[config.mk]
export PLATFORM = sky130hd
export DESIGN_NAME = gpiob_ports
export DESIGN_NICKNAME = d
export VERILOG_FILES = /design/src/shared/gpiob_pkg.sv /design/src/hdl/gpiob_ports.sv
export SDC_FILE = /design/constraint.sdc
export NUM_CORES = 1
export LEC_CHECK = 0
export BUFFER_PORTS_ARGS = -buffer_cell sky130_fd_sc_hd__buf_2
export CORE_AREA = 2 2 272 274
export DETAILED_ROUTE_END_ITERATION = 10
export DIE_AREA = 0 0 274 276
export PLACE_DENSITY = 0.54
export SLEW_MARGIN = 30
export SYNTH_ARGS = -nofsm -noshare
export SYNTH_HDL_FRONTEND = slang
export SYNTH_SLANG_ARGS = --single-unit
[constraint.sdc]
create_clock -name pclk -period 6.05 [get_ports pclk]
set_input_delay 1.21 -clock pclk [delete_from_list [all_inputs] [get_ports pclk]]
set_output_delay 1.21 -clock pclk [all_outputs]
set_load 0.05 [all_outputs]
[src/shared/gpiob_pkg.sv]
// Package of constants for the multi-port pin block.
package gpiob_pkg;
   // ==========================================================================
   // Geometry
   localparam int NPORT = 12;
   localparam int PW    = 8;
   localparam int NREG  = 5;

   // ==========================================================================
   // Port numbers with special behaviour
   localparam int P_ZERO  = 0;
   localparam int P_ONE   = 1;
   localparam int P_THREE = 3;
   localparam int P_FOUR  = 4;
   localparam int P_FIVE  = 5;
   localparam int P_B     = 11;

   // ==========================================================================
   // Register indices; the byte address of an index is four times the index.
   localparam logic [31:0] IDX_PORT5_INPUT_ENABLE = 32'hFFFF_F05E;
   localparam int          IDX_W         = 12;
   localparam logic [11:0] IDX_PORT_BASE = 12'h100;
   localparam logic [11:0] IDX_STRIDE    = 12'h008;
   localparam int          OFS_DATA      = 0;
   localparam int          OFS_DIR       = 1;
   localparam int          OFS_FNA       = 2;
   localparam int          OFS_FNB       = 3;
   localparam int          OFS_IE        = 4;

   // ==========================================================================
   // Per-port features, bit p stands for port p (ports 7 to A are analog).
   localparam logic [11:0] HAS_DIR   = 12'h87F;
   localparam logic [11:0] HAS_FNB   = 12'h006;
   localparam logic [11:0] IE_GATED  = 12'hFFC;
   localparam logic [11:0] LATCH_ONE = 12'h064;

   // ==========================================================================
   // Reset values
   localparam logic [7:0] BYTE_ZERO = 8'h00;
   localparam logic [7:0] BYTE_ONES = 8'hFF;
   localparam logic [7:0] IE_RESET  = 8'h00;

   // ==========================================================================
   // Bit positions of fixed alternate functions
   localparam int RD_BIT   = 0;
   localparam int WR_BIT   = 1;
   localparam int NCS      = 6;
   localparam int SCLK_BIT = 6;
endpackage

[src/hdl/gpiob_ports.sv]
// Register file and pin multiplexers for general-purpose ports 0 to B.
//
// The APB register port was chosen for this implementation.
`timescale 1ns/1ps

// Overview of operation
// - Pins of ports 0 to 6 and B individually set input or output.
// - Function bit one routes pin to alternate.
// - Input passes only when input enable set.
// - Disabled input reads as one.
// - Ports 0 and 1 need no enable.
// - Port 0 direction clears at reset.
// - External access forces port 0 functions on.
// - Strap picks port 0 data or multiplexed.
// - Port 1 latch, direction, functions clear.
// - Strap picks port 1 bus mode.
// - Port 2 latch ones, controls clear.
// - Strap picks port 2 address range.
// - Strobes only during external area access.
// - Port 4 drives chip selects and clock.
// - Port 5 latch ones, controls clear.
// - Port 5 input enable is read-write, zero.
// - Port 6 latch ones, carries address.
// - Ports 7 to A analog, input disabled.
// - Port B latch and controls clear.
// - Port B function routes timer inputs.
module gpiob_ports (
   input  wire logic         pclk,
   input  wire logic         presetn,
   input  wire logic         psel,
   input  wire logic         penable,
   input  wire logic         pwrite,
   input  wire logic [31:0]  paddr,
   input  wire logic [31:0]  pwdata,
   output logic      [31:0]  prdata,
   output logic              pready,
   output logic              pslverr,
   input  wire logic [95:0]  pin_in,
   output wire logic [95:0]  pin_out,
   output wire logic [95:0]  pin_oe,
   input  wire logic [95:0]  alt_out,
   input  wire logic [95:0]  alt_oe,
   output wire logic [95:0]  alt_in,
   input  wire logic         bus_mode_strap,
   input  wire logic         ext_mem_access,
   input  wire logic         ext_area_access,
   input  wire logic         read_strobe_n,
   input  wire logic         write_strobe_n,
   input  wire logic [5:0]   chip_select_n,
   input  wire logic         system_clock_output,
   output logic              bus_mode_mux,
   output wire logic [7:0]   timer_input
);

   // ==========================================================================
   // Bus decode
   logic [11:0] idx;
   logic        setup;
   logic        wr_go;
   logic        strap_taken;
   logic        next_strap_taken;
   logic        next_bus_mode_mux;
   logic [31:0] next_prdata;
   logic        next_pready;
   logic        next_pslverr;
   logic        any_hit;
   wire  [7:0]  rd_p [gpiob_pkg::NPORT];
   wire         hit_p [gpiob_pkg::NPORT];

   assign idx   = paddr[13:2];
   assign setup = psel & ~penable;
   assign wr_go = psel & penable & pready & pwrite;

   // ==========================================================================
   // Per-port logic
   genvar p;
   generate
      for (p = 0; p < gpiob_pkg::NPORT; p++) begin : g_port
         localparam logic [11:0] BASE = gpiob_pkg::IDX_PORT_BASE + 12'(p) * gpiob_pkg::IDX_STRIDE;
         localparam logic [7:0]  LRST = gpiob_pkg::LATCH_ONE[p] ? gpiob_pkg::BYTE_ONES : gpiob_pkg::BYTE_ZERO;
         logic [7:0]  latch;
         logic [7:0]  dir;
         logic [7:0]  fna;
         logic [7:0]  fnb;
         logic [7:0]  ie;
         logic [7:0]  pout;
         logic [7:0]  poe;
         logic [7:0]  ain;
         logic [7:0]  next_latch;
         logic [7:0]  next_dir;
         logic [7:0]  next_fna;
         logic [7:0]  next_fnb;
         logic [7:0]  next_ie;
         logic [7:0]  next_pout;
         logic [7:0]  next_poe;
         logic [7:0]  pin;
         logic [7:0]  gated;
         logic [7:0]  sel;
         logic [7:0]  av;
         logic [7:0]  ao;
         logic [7:0]  rv;
         logic        h_dat;
         logic        h_dir;
         logic        h_fna;
         logic        h_fnb;
         logic        h_ie;

         assign pin   = pin_in[p*8 +: 8];
         assign h_dat = idx == BASE + 12'(gpiob_pkg::OFS_DATA);
         assign h_dir = gpiob_pkg::HAS_DIR[p] && idx == BASE + 12'(gpiob_pkg::OFS_DIR);
         assign h_fna = gpiob_pkg::HAS_DIR[p] && idx == BASE + 12'(gpiob_pkg::OFS_FNA);
         assign h_fnb = gpiob_pkg::HAS_FNB[p] && idx == BASE + 12'(gpiob_pkg::OFS_FNB);
         assign h_ie  = gpiob_pkg::IE_GATED[p] &&
                        ((p == gpiob_pkg::P_FIVE) ? idx == gpiob_pkg::IDX_PORT5_INPUT_ENABLE[11:0]
                                                  : idx == BASE + 12'(gpiob_pkg::OFS_IE));
         // Ports 0 and 1 pass the pin straight; others read one while disabled.
         assign gated = gpiob_pkg::IE_GATED[p] ? ((pin & ie) | ~ie) : pin;
         // Both function banks of port 1 are ORed; setting both at once is undefined.
         assign sel   = fna | fnb;

         always_comb begin
            av = alt_out[p*8 +: 8];
            ao = alt_oe[p*8 +: 8];
            if (p == gpiob_pkg::P_THREE) begin
               av[gpiob_pkg::RD_BIT] = ~ext_area_access | read_strobe_n;
               av[gpiob_pkg::WR_BIT] = ~ext_area_access | write_strobe_n;
               ao[gpiob_pkg::RD_BIT] = 1'b1;
               ao[gpiob_pkg::WR_BIT] = 1'b1;
            end
            if (p == gpiob_pkg::P_FOUR) begin
               av[gpiob_pkg::NCS-1:0]  = chip_select_n;
               av[gpiob_pkg::SCLK_BIT] = system_clock_output;
               ao[gpiob_pkg::SCLK_BIT:0] = {(gpiob_pkg::NCS+1){1'b1}};
            end
         end

         always_comb begin
            next_latch = latch;
            next_dir   = dir;
            next_fna   = fna;
            next_fnb   = fnb;
            next_ie    = ie;
            if (wr_go && h_dat && gpiob_pkg::HAS_DIR[p]) begin
               next_latch = pwdata[7:0];
            end
            if (wr_go && h_dir) begin
               next_dir = pwdata[7:0];
            end
            if (wr_go && h_fna) begin
               next_fna = pwdata[7:0];
            end
            if (wr_go && h_fnb) begin
               next_fnb = pwdata[7:0];
            end
            if (wr_go && h_ie) begin
               next_ie = pwdata[7:0];
            end
            if (p == gpiob_pkg::P_ZERO && ext_mem_access) begin
               next_fna = gpiob_pkg::BYTE_ONES;
            end
            // The owning peripheral drives both value and enable when selected.
            next_pout = (sel & av) | (~sel & latch);
            next_poe  = (sel & ao) | (~sel & dir);
         end

         always_ff @(posedge pclk or negedge presetn) begin
            if (!presetn) begin
               latch <= LRST;
               dir   <= gpiob_pkg::BYTE_ZERO;
               fna   <= gpiob_pkg::BYTE_ZERO;
               fnb   <= gpiob_pkg::BYTE_ZERO;
               ie    <= gpiob_pkg::IE_RESET;
               pout  <= LRST;
               poe   <= gpiob_pkg::BYTE_ZERO;
               ain   <= gpiob_pkg::BYTE_ZERO;
            end else begin
               latch <= next_latch;
               dir   <= next_dir;
               fna   <= next_fna;
               fnb   <= next_fnb;
               ie    <= next_ie;
               pout  <= next_pout;
               poe   <= next_poe;
               ain   <= gated & sel;
            end
         end

         // An output bit not routed to its alternate reads its latch, any other bit the gated pin level.
         assign rv = h_dat ? ((dir & ~sel & latch) | (~(dir & ~sel) & gated)) :
                     h_dir ? dir : h_fna ? fna : h_fnb ? fnb : h_ie ? ie : gpiob_pkg::BYTE_ZERO;
         assign rd_p[p]  = rv;
         assign hit_p[p] = h_dat | h_dir | h_fna | h_fnb | h_ie;
         assign pin_out[p*8 +: 8] = pout;
         assign pin_oe[p*8 +: 8]  = poe;
         assign alt_in[p*8 +: 8]  = ain;
      end
   endgenerate

   assign timer_input = g_port[gpiob_pkg::P_B].ain;

   // ==========================================================================
   // Bus slave and strap capture
   always_comb begin
      next_prdata  = 32'h0000_0000;
      next_pslverr = 1'b0;
      next_pready  = setup;
      any_hit      = 1'b0;
      for (int i = 0; i < gpiob_pkg::NPORT; i++) begin
         any_hit = any_hit | hit_p[i];
         if (hit_p[i]) begin
            next_prdata[7:0] = next_prdata[7:0] | rd_p[i];
         end
      end
      if (!setup) begin
         next_prdata = prdata;
      end else if (!any_hit) begin
         next_pslverr = 1'b1;
      end
      next_strap_taken  = 1'b1;
      // The bus controller routes ports 0, 1 and 2 by this latched mode.
      next_bus_mode_mux = strap_taken ? bus_mode_mux : bus_mode_strap;
   end

   always_ff @(posedge pclk or negedge presetn) begin
      if (!presetn) begin
         prdata       <= 32'h0000_0000;
         pready       <= 1'b0;
         pslverr      <= 1'b0;
         strap_taken  <= 1'b0;
         bus_mode_mux <= 1'b0;
      end else begin
         prdata       <= next_prdata;
         pready       <= next_pready;
         pslverr      <= next_pslverr;
         strap_taken  <= next_strap_taken;
         bus_mode_mux <= next_bus_mode_mux;
      end
   end
endmodule

==> results of run 1 <==
area by class of cell:
type                            count  share of cell area [%]
Multi-Input combinational cell   1360                    35.3
Clock buffer                       82                    5.83
Clock inverter                     22                    1.09
Inverter                           31                   0.411
Tap cell                          959                    4.24
Sequential cell                   492                    43.7
Antenna cell                        7                  0.0619
Timing Repair Buffer              498                    9.39
power by group:
part | internal, mW | total [mW] | switching, mW | leakage [nW]
registers | 3.31 | 3.32 | 0.00911 | 6.58
clock network | 2.19 | 3.61 | 1.43 | 0.958
logic | 0.120 | 0.604 | 0.484 | 7.02
total | 5.62 | 7.53 | 1.92 | 14.6
sequential cells by signal, summed over array words and instances (netlist names), 16 cells and up:
register / cells
g_port.ain: 56
g_port.dir: 64
g_port.fna: 64
g_port.fnb: 16
g_port.ie: 80
g_port.latch: 64
g_port.poe: 64
g_port.pout: 64
per-layer routing:
| layer | vias to the layer above | track usage (%) |
|---|---|---|
| li1 | 7782 | - |
| met1 | 9296 | 32.6 |
| met2 | 655 | 41.5 |
| met3 | 125 | 4.21 |
| met4 | 6 | 6.93 |
| met5 | - | 0 |
stage by stage:
step / instances / power [mW] / util, % / hold slack [ns] / setup WS (ns)
3_5_place_dp: 3339 / 3.98 / 36.2 / 0.483 / 1.34
4_1_cts: 3443 / 7.61 / 38.9 / 0.504 / 1.98
2_1_floorplan: 2083 / 3.76 / - / 0.457 / 2.85
3_3_place_gp: 3339 / 3.98 / 36.2 / 0.482 / 1.34
5_1_grt: 3447 / 7.78 / 39.0 / 0.515 / 1.92
6_report: 3451 / 7.53 / 39.0 / 0.506 / 1.97
path summary, 6_finish.rpt:
check / startpoint / to / cells past startpoint
setup / recovery: paddr[3] / prdata[1] / 8
hold / removal: prdata[3] / prdata[3] / 1
setup reg to reg: g_port[6].fna[2] / prdata[2] / 6
hold reg to reg: prdata[3] / prdata[3] / 1
max in group asynchronous: presetn / g_port[2].ain[4] / 2
min in group asynchronous: presetn / g_port[0].ain[0] / 1
logic make-up after synthesis:
logic type | Yosys count | synth area share, %
AND/OR/NAND/NOR | 560 | 13.2
multiplexers | 408 | 19.5
adder cells (fa/ha/maj) | 1 | 0.0430
flip-flops | 492 | 53.1
other | 2 | 0.0323
AO/OA/AOI/OAI | 270 | 8.10
buffers and inverters | 231 | 6.02
cell usage in the layout (no fill, tap or decap), types with 13 or more instances in the layout:
cell,count
a21oi_1,39
a22oi_1,34
and2_1,42
buf_2,450
buf_4,44
clkbuf_16,57
clkbuf_8,13
conb_1,121
dfrtp_1,444
dfstp_2,48
inv_1,31
mux2_2,362
mux2i_1,46
nand2_1,179
nand2b_1,83
nand3_1,27
nand4_1,14
nor2_1,73
nor2b_1,36
nor3_1,15
o211ai_1,13
o21ai_0,53
o22ai_1,19
==> metrics.yaml, run 1 <==
clock_network:
  clk_latency_ns: 0.61
  clkTransAtPathRegs_ns: 0.06
  h-tree-depth: 2
  cts_tree: "built"
  postCtsHoldBufs: 0
  cts_setup_buffers: 0
  clock-root-buffer: "clkbuf_16"
  cts-resized-gates: 0
  cts_sinks: 492
  clock_path_buffers: 3
  cts_buffers: 56
grt:
  grt_pass1_wl_um: 135000
  antenna_found_initial: 8
  globalRouteOverflowTotal: 0
  grt_max_degree: 143
  grtUsageTotal_pct: 24.7
  grt_pass1_vias: 18600
critical_path:
  cp-end-kind: "register"
  slowest_delay_ns: 0.84
  cp_num_buf_inv: 2
  path_cells: "buf_2, nor4bb_2, buf_4, and3_1, a221o_1, o21ai_0, a211oi_1, o32a_1"
  r2r_slack_ns: 3.05
  critPathMaxFanout: 23
  slowest_stage: "nor4bb_2"
  criticalPathCategory: "in -> reg"
  cp.arrival_ns: 4.62
  required_ns: 6.59
  critPathTopFamily: "simple AND/OR/NAND/NOR gates"
  cp-start-kind: "input port"
drt:
  route.met3.wl_um: 5390
  wl_um: 95200
  vias: 17900
  first_iter_violations: 1313
  route.met2.wl_um: 46200
  wl_met1_um: 40800
  top_layer: "met5"
  drtPass1Iterations: 6
  ant_nets: 0
  drt-wirelength-per-cell_um: 27.6
  drc: 0
  viasPerCell: 5.18
placement:
  place_area_um2: 26300
  gp_congestion: 0.950
  portBuffers: 453
  hpwlAfterDp_um: 71900
synth:
  synth-seq-cells: 492
  synth_enable_flop_cells: 0
  ys_async_sr_fraction_pct: 100
  ys_seq_area_share_pct: 53.1
  ys.flop_type: "dfrtp_1"
  synthesis.instances: 1964
  synth_most_common_cell: "dfrtp_1"
  yosysTopAreaCell: "dfrtp_1"
  synth_top_area_share_pct: 47.7
  synthTopCellsByArea: "dfrtp_1 (48%), mux2_2 (18%), dfstp_2 (5.4%)"
  synthDistinctLibCells: 75
  syn_avg_cell_area_um2: 11.9
  yosys_warnings: 0
  synth_area_um2: 23300
  synth_common_cells: "dfrtp_1 (444), mux2_2 (362), nand2_1 (179)"
sta:
  period_needed_ns: 4.08
  fin_skew_ns: 0.0231
  maxSlewViolCount: 0
  hold_violations: 0
  finalCritPeriodShare_pct: 67.4
  setup_viol: 0
  rsz0062_at_grt: "no"
  timing.fmax_mhz: 245
  fin_setup_tns_ns: 0
  max_slew_margin_pct: 32.4
  worst_pin_slew_ns: 1.01
power_and_ir_drop:
  ir_worst_vdd_v: 0.000227
  power_density_nw_per_um2: 266
  power.leakage_nw: 14.6
finish:
  regArea_um2: 12400
  fin_area_um2: 28300
  drive_above_1_share_pct: 41.9
  fill_cells: 7195
  area_growth_pct: 21.6
  multiInputGateArea_um2: 9980
  layout.nets: 2808
status:
  status: "finished, final reports clean"
run:
  drv_cap: 0
floorplanning:
  die_area_um2: 75600
  pin_count: 700
  rows: 99
  die_y_um: 276
  core-area_um2: 72600
  start_util_pct: 32.1
  die_w_um: 274
min_path:
  hp-class: "reg -> reg"
Power figures use the tool's default switching activity.
==> run 2: changes to the inputs <==
--- a/config.mk
+++ b/config.mk
@@ -5,10 +5,11 @@
 export SDC_FILE = /design/constraint.sdc
 export NUM_CORES = 1
 export LEC_CHECK = 0
+export ABC_AREA = 1
 export BUFFER_PORTS_ARGS = -buffer_cell sky130_fd_sc_hd__buf_2
-export CORE_AREA = 2 2 272 274
+export CORE_AREA = 2 2 273 275
 export DETAILED_ROUTE_END_ITERATION = 10
-export DIE_AREA = 0 0 274 276
+export DIE_AREA = 0 0 275 277
 export PLACE_DENSITY = 0.54
 export SLEW_MARGIN = 30
 export SYNTH_ARGS = -nofsm -noshare
==> constraint.sdc (replaced) <==
create_clock -name pclk -period 3.8 [get_ports pclk]
set_input_delay 0.76 -clock pclk [delete_from_list [all_inputs] [get_ports pclk]]
set_output_delay 0.76 -clock pclk [all_outputs]
set_load 0.05 [all_outputs]
==> metrics.yaml, run 2 <==
sta:
  setup_viol: 0  # unchanged
  maxSlewViolCount: 0  # unchanged
  fin_ws_ns: 1.14  # -0.831 ns
  fin_skew_ns: 0.0349  # +0.0118 ns
  rsz0062_at_grt: "no"
  worst_pin_slew_ns: 1.02  # +0.00236 ns
  hold_violations: 0  # unchanged
  finalCritPeriodShare_pct: 70.0
  fin_setup_tns_ns: 0  # unchanged
  max_slew_margin_pct: 32.3  # -0.16 points
  period_needed_ns: 2.66
  timing.fmax_mhz: 376
drt:
  route.met2.wl_um: 41800  # -9.3%
  wl_met1_um: 38900  # -4.7%
  vias: 21100  # +18%
  wl_um: 88100  # -7.5%
  first_iter_violations: 1479  # +13%
  drt-wirelength-per-cell_um: 19.6  # -29%
  ant_nets: 0  # unchanged
  route.met3.wl_um: 5110  # -5.2%
  drc: 0  # unchanged
  top_layer: "met5"
  viasPerCell: 4.69  # -9.4%
  drtPass1Iterations: 7  # +1
synth:
  ys.flop_type: "dfrtp_1"
  synthAdderAreaFrac_pct: 0  # -0.043 points
  synth_common_cells: "nand2_1 (989), dfrtp_1 (444), o21ai_0 (379)"
  synth_top_area_share_pct: 47.1  # -0.66 points
  synth-seq-cells: 492  # unchanged
  ys_async_sr_fraction_pct: 100  # unchanged
  yosys_warnings: 0  # unchanged
  synth_most_common_cell: "nand2_1"
  synth_compound_area_share_pct: 11.2  # +3.1 points
  synthesis.instances: 2998  # +53%
  synthXorXnorAreaFrac_pct: 0  # unchanged
  synth_area_um2: 23600  # +1.4%
  synth_top_family_by_area: "simple AND/OR/NAND/NOR gates"
  synth_enable_flop_cells: 0  # unchanged
  syn_avg_cell_area_um2: 7.88  # -34%
  synthTopCellsByArea: "dfrtp_1 (47%), nand2_1 (16%), o21ai_0 (8.0%)"
  ys_seq_area_share_pct: 52.4  # -0.73 points
  synth_mux_area_share_pct: 0.382  # -19 points
  yosys.area_share.simple_pct: 26.1  # +13 points
  synthDistinctLibCells: 38  # -49%
  yosysTopAreaCell: "dfrtp_1"
finish:
  fin_area_um2: 28700  # +1.4%
  top_register: "g_port.ie"
  drive_above_1_share_pct: 21.0  # -21 points
  multiInputGateArea_um2: 9350  # -6.4%
  fill_cells: 7793  # +8.3%
  post-route-util_pct: 39.0  # about the same
  regArea_um2: 12400  # unchanged
  largest_reg_flops: 80  # unchanged
  layout_commonest_cell: "nand2_1"
  area_growth_pct: 21.6  # about the same
  final_cell_mix: "nand2_1 (989), buf_2 (452), dfrtp_1 (444)"
  layout.nets: 3844  # +37%
critical_path:
  critPathTopFamily: "simple AND/OR/NAND/NOR gates"
  cpMostUsedCell: "nand4_1"
  ff2ff_path_depth: 5  # -1
  cp-start-kind: "register"
  critPathMaxFanout: 19  # -17%
  r2r_slack_ns: 1.14  # -1.91 ns
  path_cells: "nand4_1, clkinv_1, buf_4, nand4_1, o21ai_0"
  r2r-end: "g_port[5].dir[4]"
  slowest_stage: "nand4_1"
  required_ns: 4.30  # -2.29 ns
  cp_num_buf_inv: 2  # unchanged
  cp.arrival_ns: 3.16  # -1.46 ns
  critPathLaunch: "pready"
  slowest_delay_ns: 0.61  # -0.23 ns
  criticalPathCategory: "reg -> reg"
  r2r-start: "pready"
  cp-end-kind: "register"
clock_network:
  cts_setup_buffers: 0  # unchanged
  h-tree-depth: 2  # unchanged
  postCtsHoldBufs: 0  # unchanged
  cts_buffers: 55  # -1.8%
  cts-resized-gates: 0  # unchanged
  clk_latency_ns: 0.61  # about the same
  clock_path_buffers: 3  # unchanged
  cts_tree: "built"
  clkTransAtPathRegs_ns: 0.06  # about the same
  clock-root-buffer: "clkbuf_16"
  cts_sinks: 492  # unchanged
floorplanning:
  die_w_um: 275  # +0.36%
  rows: 100  # +1.0%
  pin_count: 700  # unchanged
  core-area_um2: 73600  # +1.4%
  die_area_um2: 76200  # +0.73%
  die_y_um: 277  # +0.36%
  start_util_pct: 32.1  # about the same
grt:
  globalRouteOverflowTotal: 0  # unchanged
  grt_pass1_wl_um: 129000  # -4.4%
  grtUsageTotal_pct: 22.8  # -1.9 points
  antenna_found_initial: 15  # +7
  grt_pass1_vias: 20100  # +8.1%
  grt_max_degree: 95  # -34%
power_and_ir_drop:
  finalPower_mw: 12.0  # +59%
  ir_worst_vdd_v: 0.000302  # +33%
  power_density_nw_per_um2: 417  # +57%
  power.leakage_nw: 15.0  # +3.1%
run:
  drv_cap: 0  # unchanged
placement:
  hpwlAfterDp_um: 66300  # -7.7%
  portBuffers: 453  # unchanged
  place_area_um2: 26700  # +1.6%
  dp_slack_ns: 0.659  # -0.682 ns
  gp_congestion: 0.871  # -8.3%
min_path:
  hp-class: "in -> async"
status:
  status: "finished, final reports clean"
==> run 2: cell types whose count changed in the layout (fill, tap and decap cells not counted), moves of 25 or more <==
| cell | before | now |
|---|---|---|
| a21oi_1 | 39 | 64 |
| inv_1 | 31 | 260 |
| nor2_1 | 73 | 303 |
| nor2b_1 | 36 | 0 |
| mux2i_1 | 46 | 0 |
| and2_1 | 42 | 1 |
| nand2b_1 | 83 | 0 |
| mux2_2 | 362 | 8 |
| nand2_1 | 179 | 989 |
| o21ai_0 | 53 | 379 |
| a22oi_1 | 34 | 0 |
| nand3_1 | 27 | 112 |
==> run 2: layout make-up <==
| class | instances | area share (%) |
|---|---|---|
| Antenna cell | 8 | 0.0697 |
| Clock buffer | 68 | 5.25 |
| Clock inverter | 36 | 1.57 |
| Inverter | 284 | 3.71 |
| Multi-Input combinational cell | 2137 | 32.6 |
| Sequential cell | 492 | 43.1 |
| Tap cell | 969 | 4.22 |
| Timing Repair Buffer | 505 | 9.51 |
==> run 2: per-stage QoR <==
step           instances  hold slack [ns]
4_1_cts             4491            0.235
3_3_place_gp        4387            0.461
5_1_grt             4494            0.247
2_1_floorplan       3117            0.448
3_5_place_dp        4387            0.466
6_report            4499            0.213
==> run 2: cells by family after synthesis <==
logic type	count (synthesis)
buf+inv	488
other cells	2
mux	8
simple gates	1502
flops	492
compound gates	506
==> run 2: worst register-to-register path: stages (launching register included) <==
cell and delay (ns):
dfrtp_1 0.37, nand4_1 0.38, clkinv_1 0.42, buf_4 0.37, nand4_1 0.62, o21ai_0 0.38
==> run 2: worst max path at each step <==
stage | slack, ns | cells past startpoint | end
floorplan | 1.64 | 10 | prdata[1]
global placement | 0.64 | 15 | prdata[7]
detailed placement | 0.66 | 6 | g_port[5].dir[1]
CTS | 1.12 | 5 | g_port[5].dir[5]
global route | 0.95 | 5 | g_port[5].dir[0]
finish | 1.14 | 5 | g_port[5].dir[4]
==> run 2: metal layers <==
metal	track usage (%)	vias to the layer above
li1	-	10200
met1	31.6	10100
met2	37.4	674
met3	3.20	121
met4	5.82	14
met5	0	-
==> run 2: power breakdown <==
part           leakage, nW  switching [mW]  internal (mW)
combinational         7.46           0.726          0.166
clock                0.968            2.36           3.45
sequential            6.58          0.0116           5.27
==> run 3: changes to the inputs <==
==> constraint.sdc (replaced) <==
create_clock -name pclk -period 2.55 [get_ports pclk]
set_input_delay 0.51 -clock pclk [delete_from_list [all_inputs] [get_ports pclk]]
set_output_delay 0.51 -clock pclk [all_outputs]
set_load 0.05 [all_outputs]
==> metrics.yaml, run 3 (synthesis results as in run 2) <==
critical_path:
  critPathTopFamily: "simple AND/OR/NAND/NOR gates"
  cp.depth: 15  # +10
  cp.arrival_ns: 2.74  # -0.42 ns
  required_ns: 3.09  # -1.21 ns
  r2r-start: "g_port[11].fna[4]"
  slowest_delay_ns: 0.32  # -0.29 ns
  slowest_stage: "nor3_1"
  criticalPathCategory: "in -> reg"
  r2r_slack_ns: 0.36  # -0.78 ns
  cp_num_buf_inv: 5  # +3
  path_cells: "buf_2, nor2_2, nand2_2, nor3_1, buf_4, nand2_1, buf_4, nand2_1, nor2_1, o21ai_0, buf_4, a21oi_1, nand3_1, nand2_1, inv_1"
  critPathMaxFanout: 6  # -13
  critPathCapture: "prdata[4]"
  cp-end-kind: "register"
  ff2ff_path_depth: 12  # +7
  r2r-end: "prdata[4]"
  cp-start-kind: "input port"
  critPathLaunch: "paddr[11]"
sta:
  hold_violations: 0  # unchanged
  fin_ws_ns: 0.347  # -0.794 ns
  finalCritPeriodShare_pct: 86.4
  max_slew_margin_pct: 51.9  # +20 points
  maxSlewViolCount: 0  # unchanged
  timing.fmax_mhz: 454
  period_needed_ns: 2.20
  worst_pin_slew_ns: 0.719  # -0.297 ns
  setup_viol: 0  # unchanged
  fin_skew_ns: 0.0223  # -0.0125 ns
  fin_setup_tns_ns: 0  # unchanged
  rsz0062_at_grt: "no"
grt:
  globalRouteOverflowTotal: 0  # unchanged
  antenna_found_initial: 18  # +3
  grt_max_degree: 65  # -32%
  grt_pass1_wl_um: 131000  # +1.1%
  grt_pass1_vias: 20800  # +3.7%
  grtUsageTotal_pct: 23.0  # +0.15 points
drt:
  first_iter_violations: 1317  # -11%
  vias: 21500  # +1.9%
  ant_nets: 0  # unchanged
  drc: 0  # unchanged
  drt-wirelength-per-cell_um: 19.0  # -3.0%
  viasPerCell: 4.61  # -1.6%
  wl_um: 88500  # +0.53%
  drtPass1Iterations: 5  # -2
power_and_ir_drop:
  ir_worst_vdd_v: 0.000473  # +56%
  power_density_nw_per_um2: 590  # +41%
  power.leakage_nw: 15.9  # +5.7%
floorplanning:
  die_area_um2: 76200  # unchanged
  die_y_um: 277  # unchanged
  rows: 100  # unchanged
  pin_count: 700  # unchanged
  core-area_um2: 73600  # unchanged
  die_w_um: 275  # unchanged
  start_util_pct: 32.1  # unchanged
placement:
  hpwlAfterDp_um: 69200  # +4.3%
  portBuffers: 453  # unchanged
  dp_cells: 4550  # +3.7%
  gp_congestion: 0.901  # +3.4%
  place_area_um2: 28200  # +5.4%
  dp_slack_ns: -0.260  # -0.919 ns
finish:
  layout.nets: 4008  # +4.3%
  fin_area_um2: 30200  # +5.0%
  largest_reg_flops: 80  # unchanged
  area_growth_pct: 27.7
  stdcell_count: 4662  # +3.6%
  final_cell_mix: "nand2_1 (989), buf_2 (452), dfrtp_1 (444)"
  layout_commonest_cell: "nand2_1"
  drive_above_1_share_pct: 24.1  # +3.1 points
  top_register: "g_port.ie"
status:
  status: "finished, final reports clean"
clock_network:
  clk_latency_ns: 0.62  # about the same
  clkTransAtPathRegs_ns: 0.06  # about the same
  clock-root-buffer: "clkbuf_16"
  clock_path_buffers: 3  # unchanged
  cts_sinks: 492  # unchanged
  cts_tree: "built"
  cts_buffers: 55  # unchanged
  h-tree-depth: 2  # unchanged
  cts-resized-gates: 0  # unchanged
min_path:
  hp-class: "in -> reg"
run:
  drv_cap: 0  # unchanged
run 3: cell types whose count changed in the layout (fill, tap and decap cells not counted), sizes merged:
cell	previous run	this run
dlygate4sd3	0	1
clkinv	22	16
buf	505	668
diode	8	10
clkbuf	68	73
inv	286	283
clkinvlp	3	4
run 3: cell type report:
type	instances	area (um^2)
Fill cell	7693	43400
Antenna cell	10	25.0
Inverter	284	1070
Clock buffer	73	1550
Timing Repair Buffer	669	4190
Clock inverter	28	394
Tap cell	969	1210
Multi-Input combinational cell	2137	9350
Sequential cell	492	12400
run 3: tightest hold or removal path, delay by kind of cell:
kind | cells | cell delay, ns
buf+inv | 1 | 0.09
simple gates | 2 | 0.09
run 3: power breakdown:
part | internal [mW] | leakage, nW | switching [mW]
Combinational | 0.302 | 8.33 | 1.10
Clock | 5.16 | 0.949 | 3.35
Sequential | 7.85 | 6.58 | 0.0185
run 3: what timing repair did:
item | in CTS | in global routing
hold endpoints to repair | 38 | 0
hold buffers | 1 | 0
buffers inserted | 0 | 0
run 3: how the worst min path moves through the flow:
| stage | end | cells past startpoint | slack (ns) | start |
|---|---|---|---|---|
| finish | g_port[6].pout[5] | 3 | 0.09 | alt_out[53] |
| global route | g_port[11].pout[6] | 3 | 0.07 | alt_out[94] |
| floorplan | bus_mode_mux | 0 | 0.21 | presetn |
| global placement | g_port[2].latch[4] | 2 | 0.46 | g_port[2].latch[4] |
| CTS | g_port[6].pout[5] | 3 | 0.05 | alt_out[53] |
| detailed placement | g_port[2].latch[4] | 2 | 0.47 | g_port[2].latch[4] |
run 3: per-layer routing:
layer	up-vias	global-route usage (%)	wire length, um
met2	618	39.0	42900
met1	10200	30.9	38400
met4	16	4.34	1500
met5	-	0	107
li1	10600	-	-
met3	94	3.85	5640
run 3: per-stage QoR:
stage | hold slack (ns) | power (mW) | util, %
global placement | 0.464 | 9.42 | 38.3
floorplan | 0.214 | 8.87 | -
global route | 0.0679 | 18.4 | 41.0
detailed placement | 0.466 | 9.42 | 38.3
CTS | 0.0477 | 18.0 | 40.9
finish | 0.0858 | 17.8 | 41.0
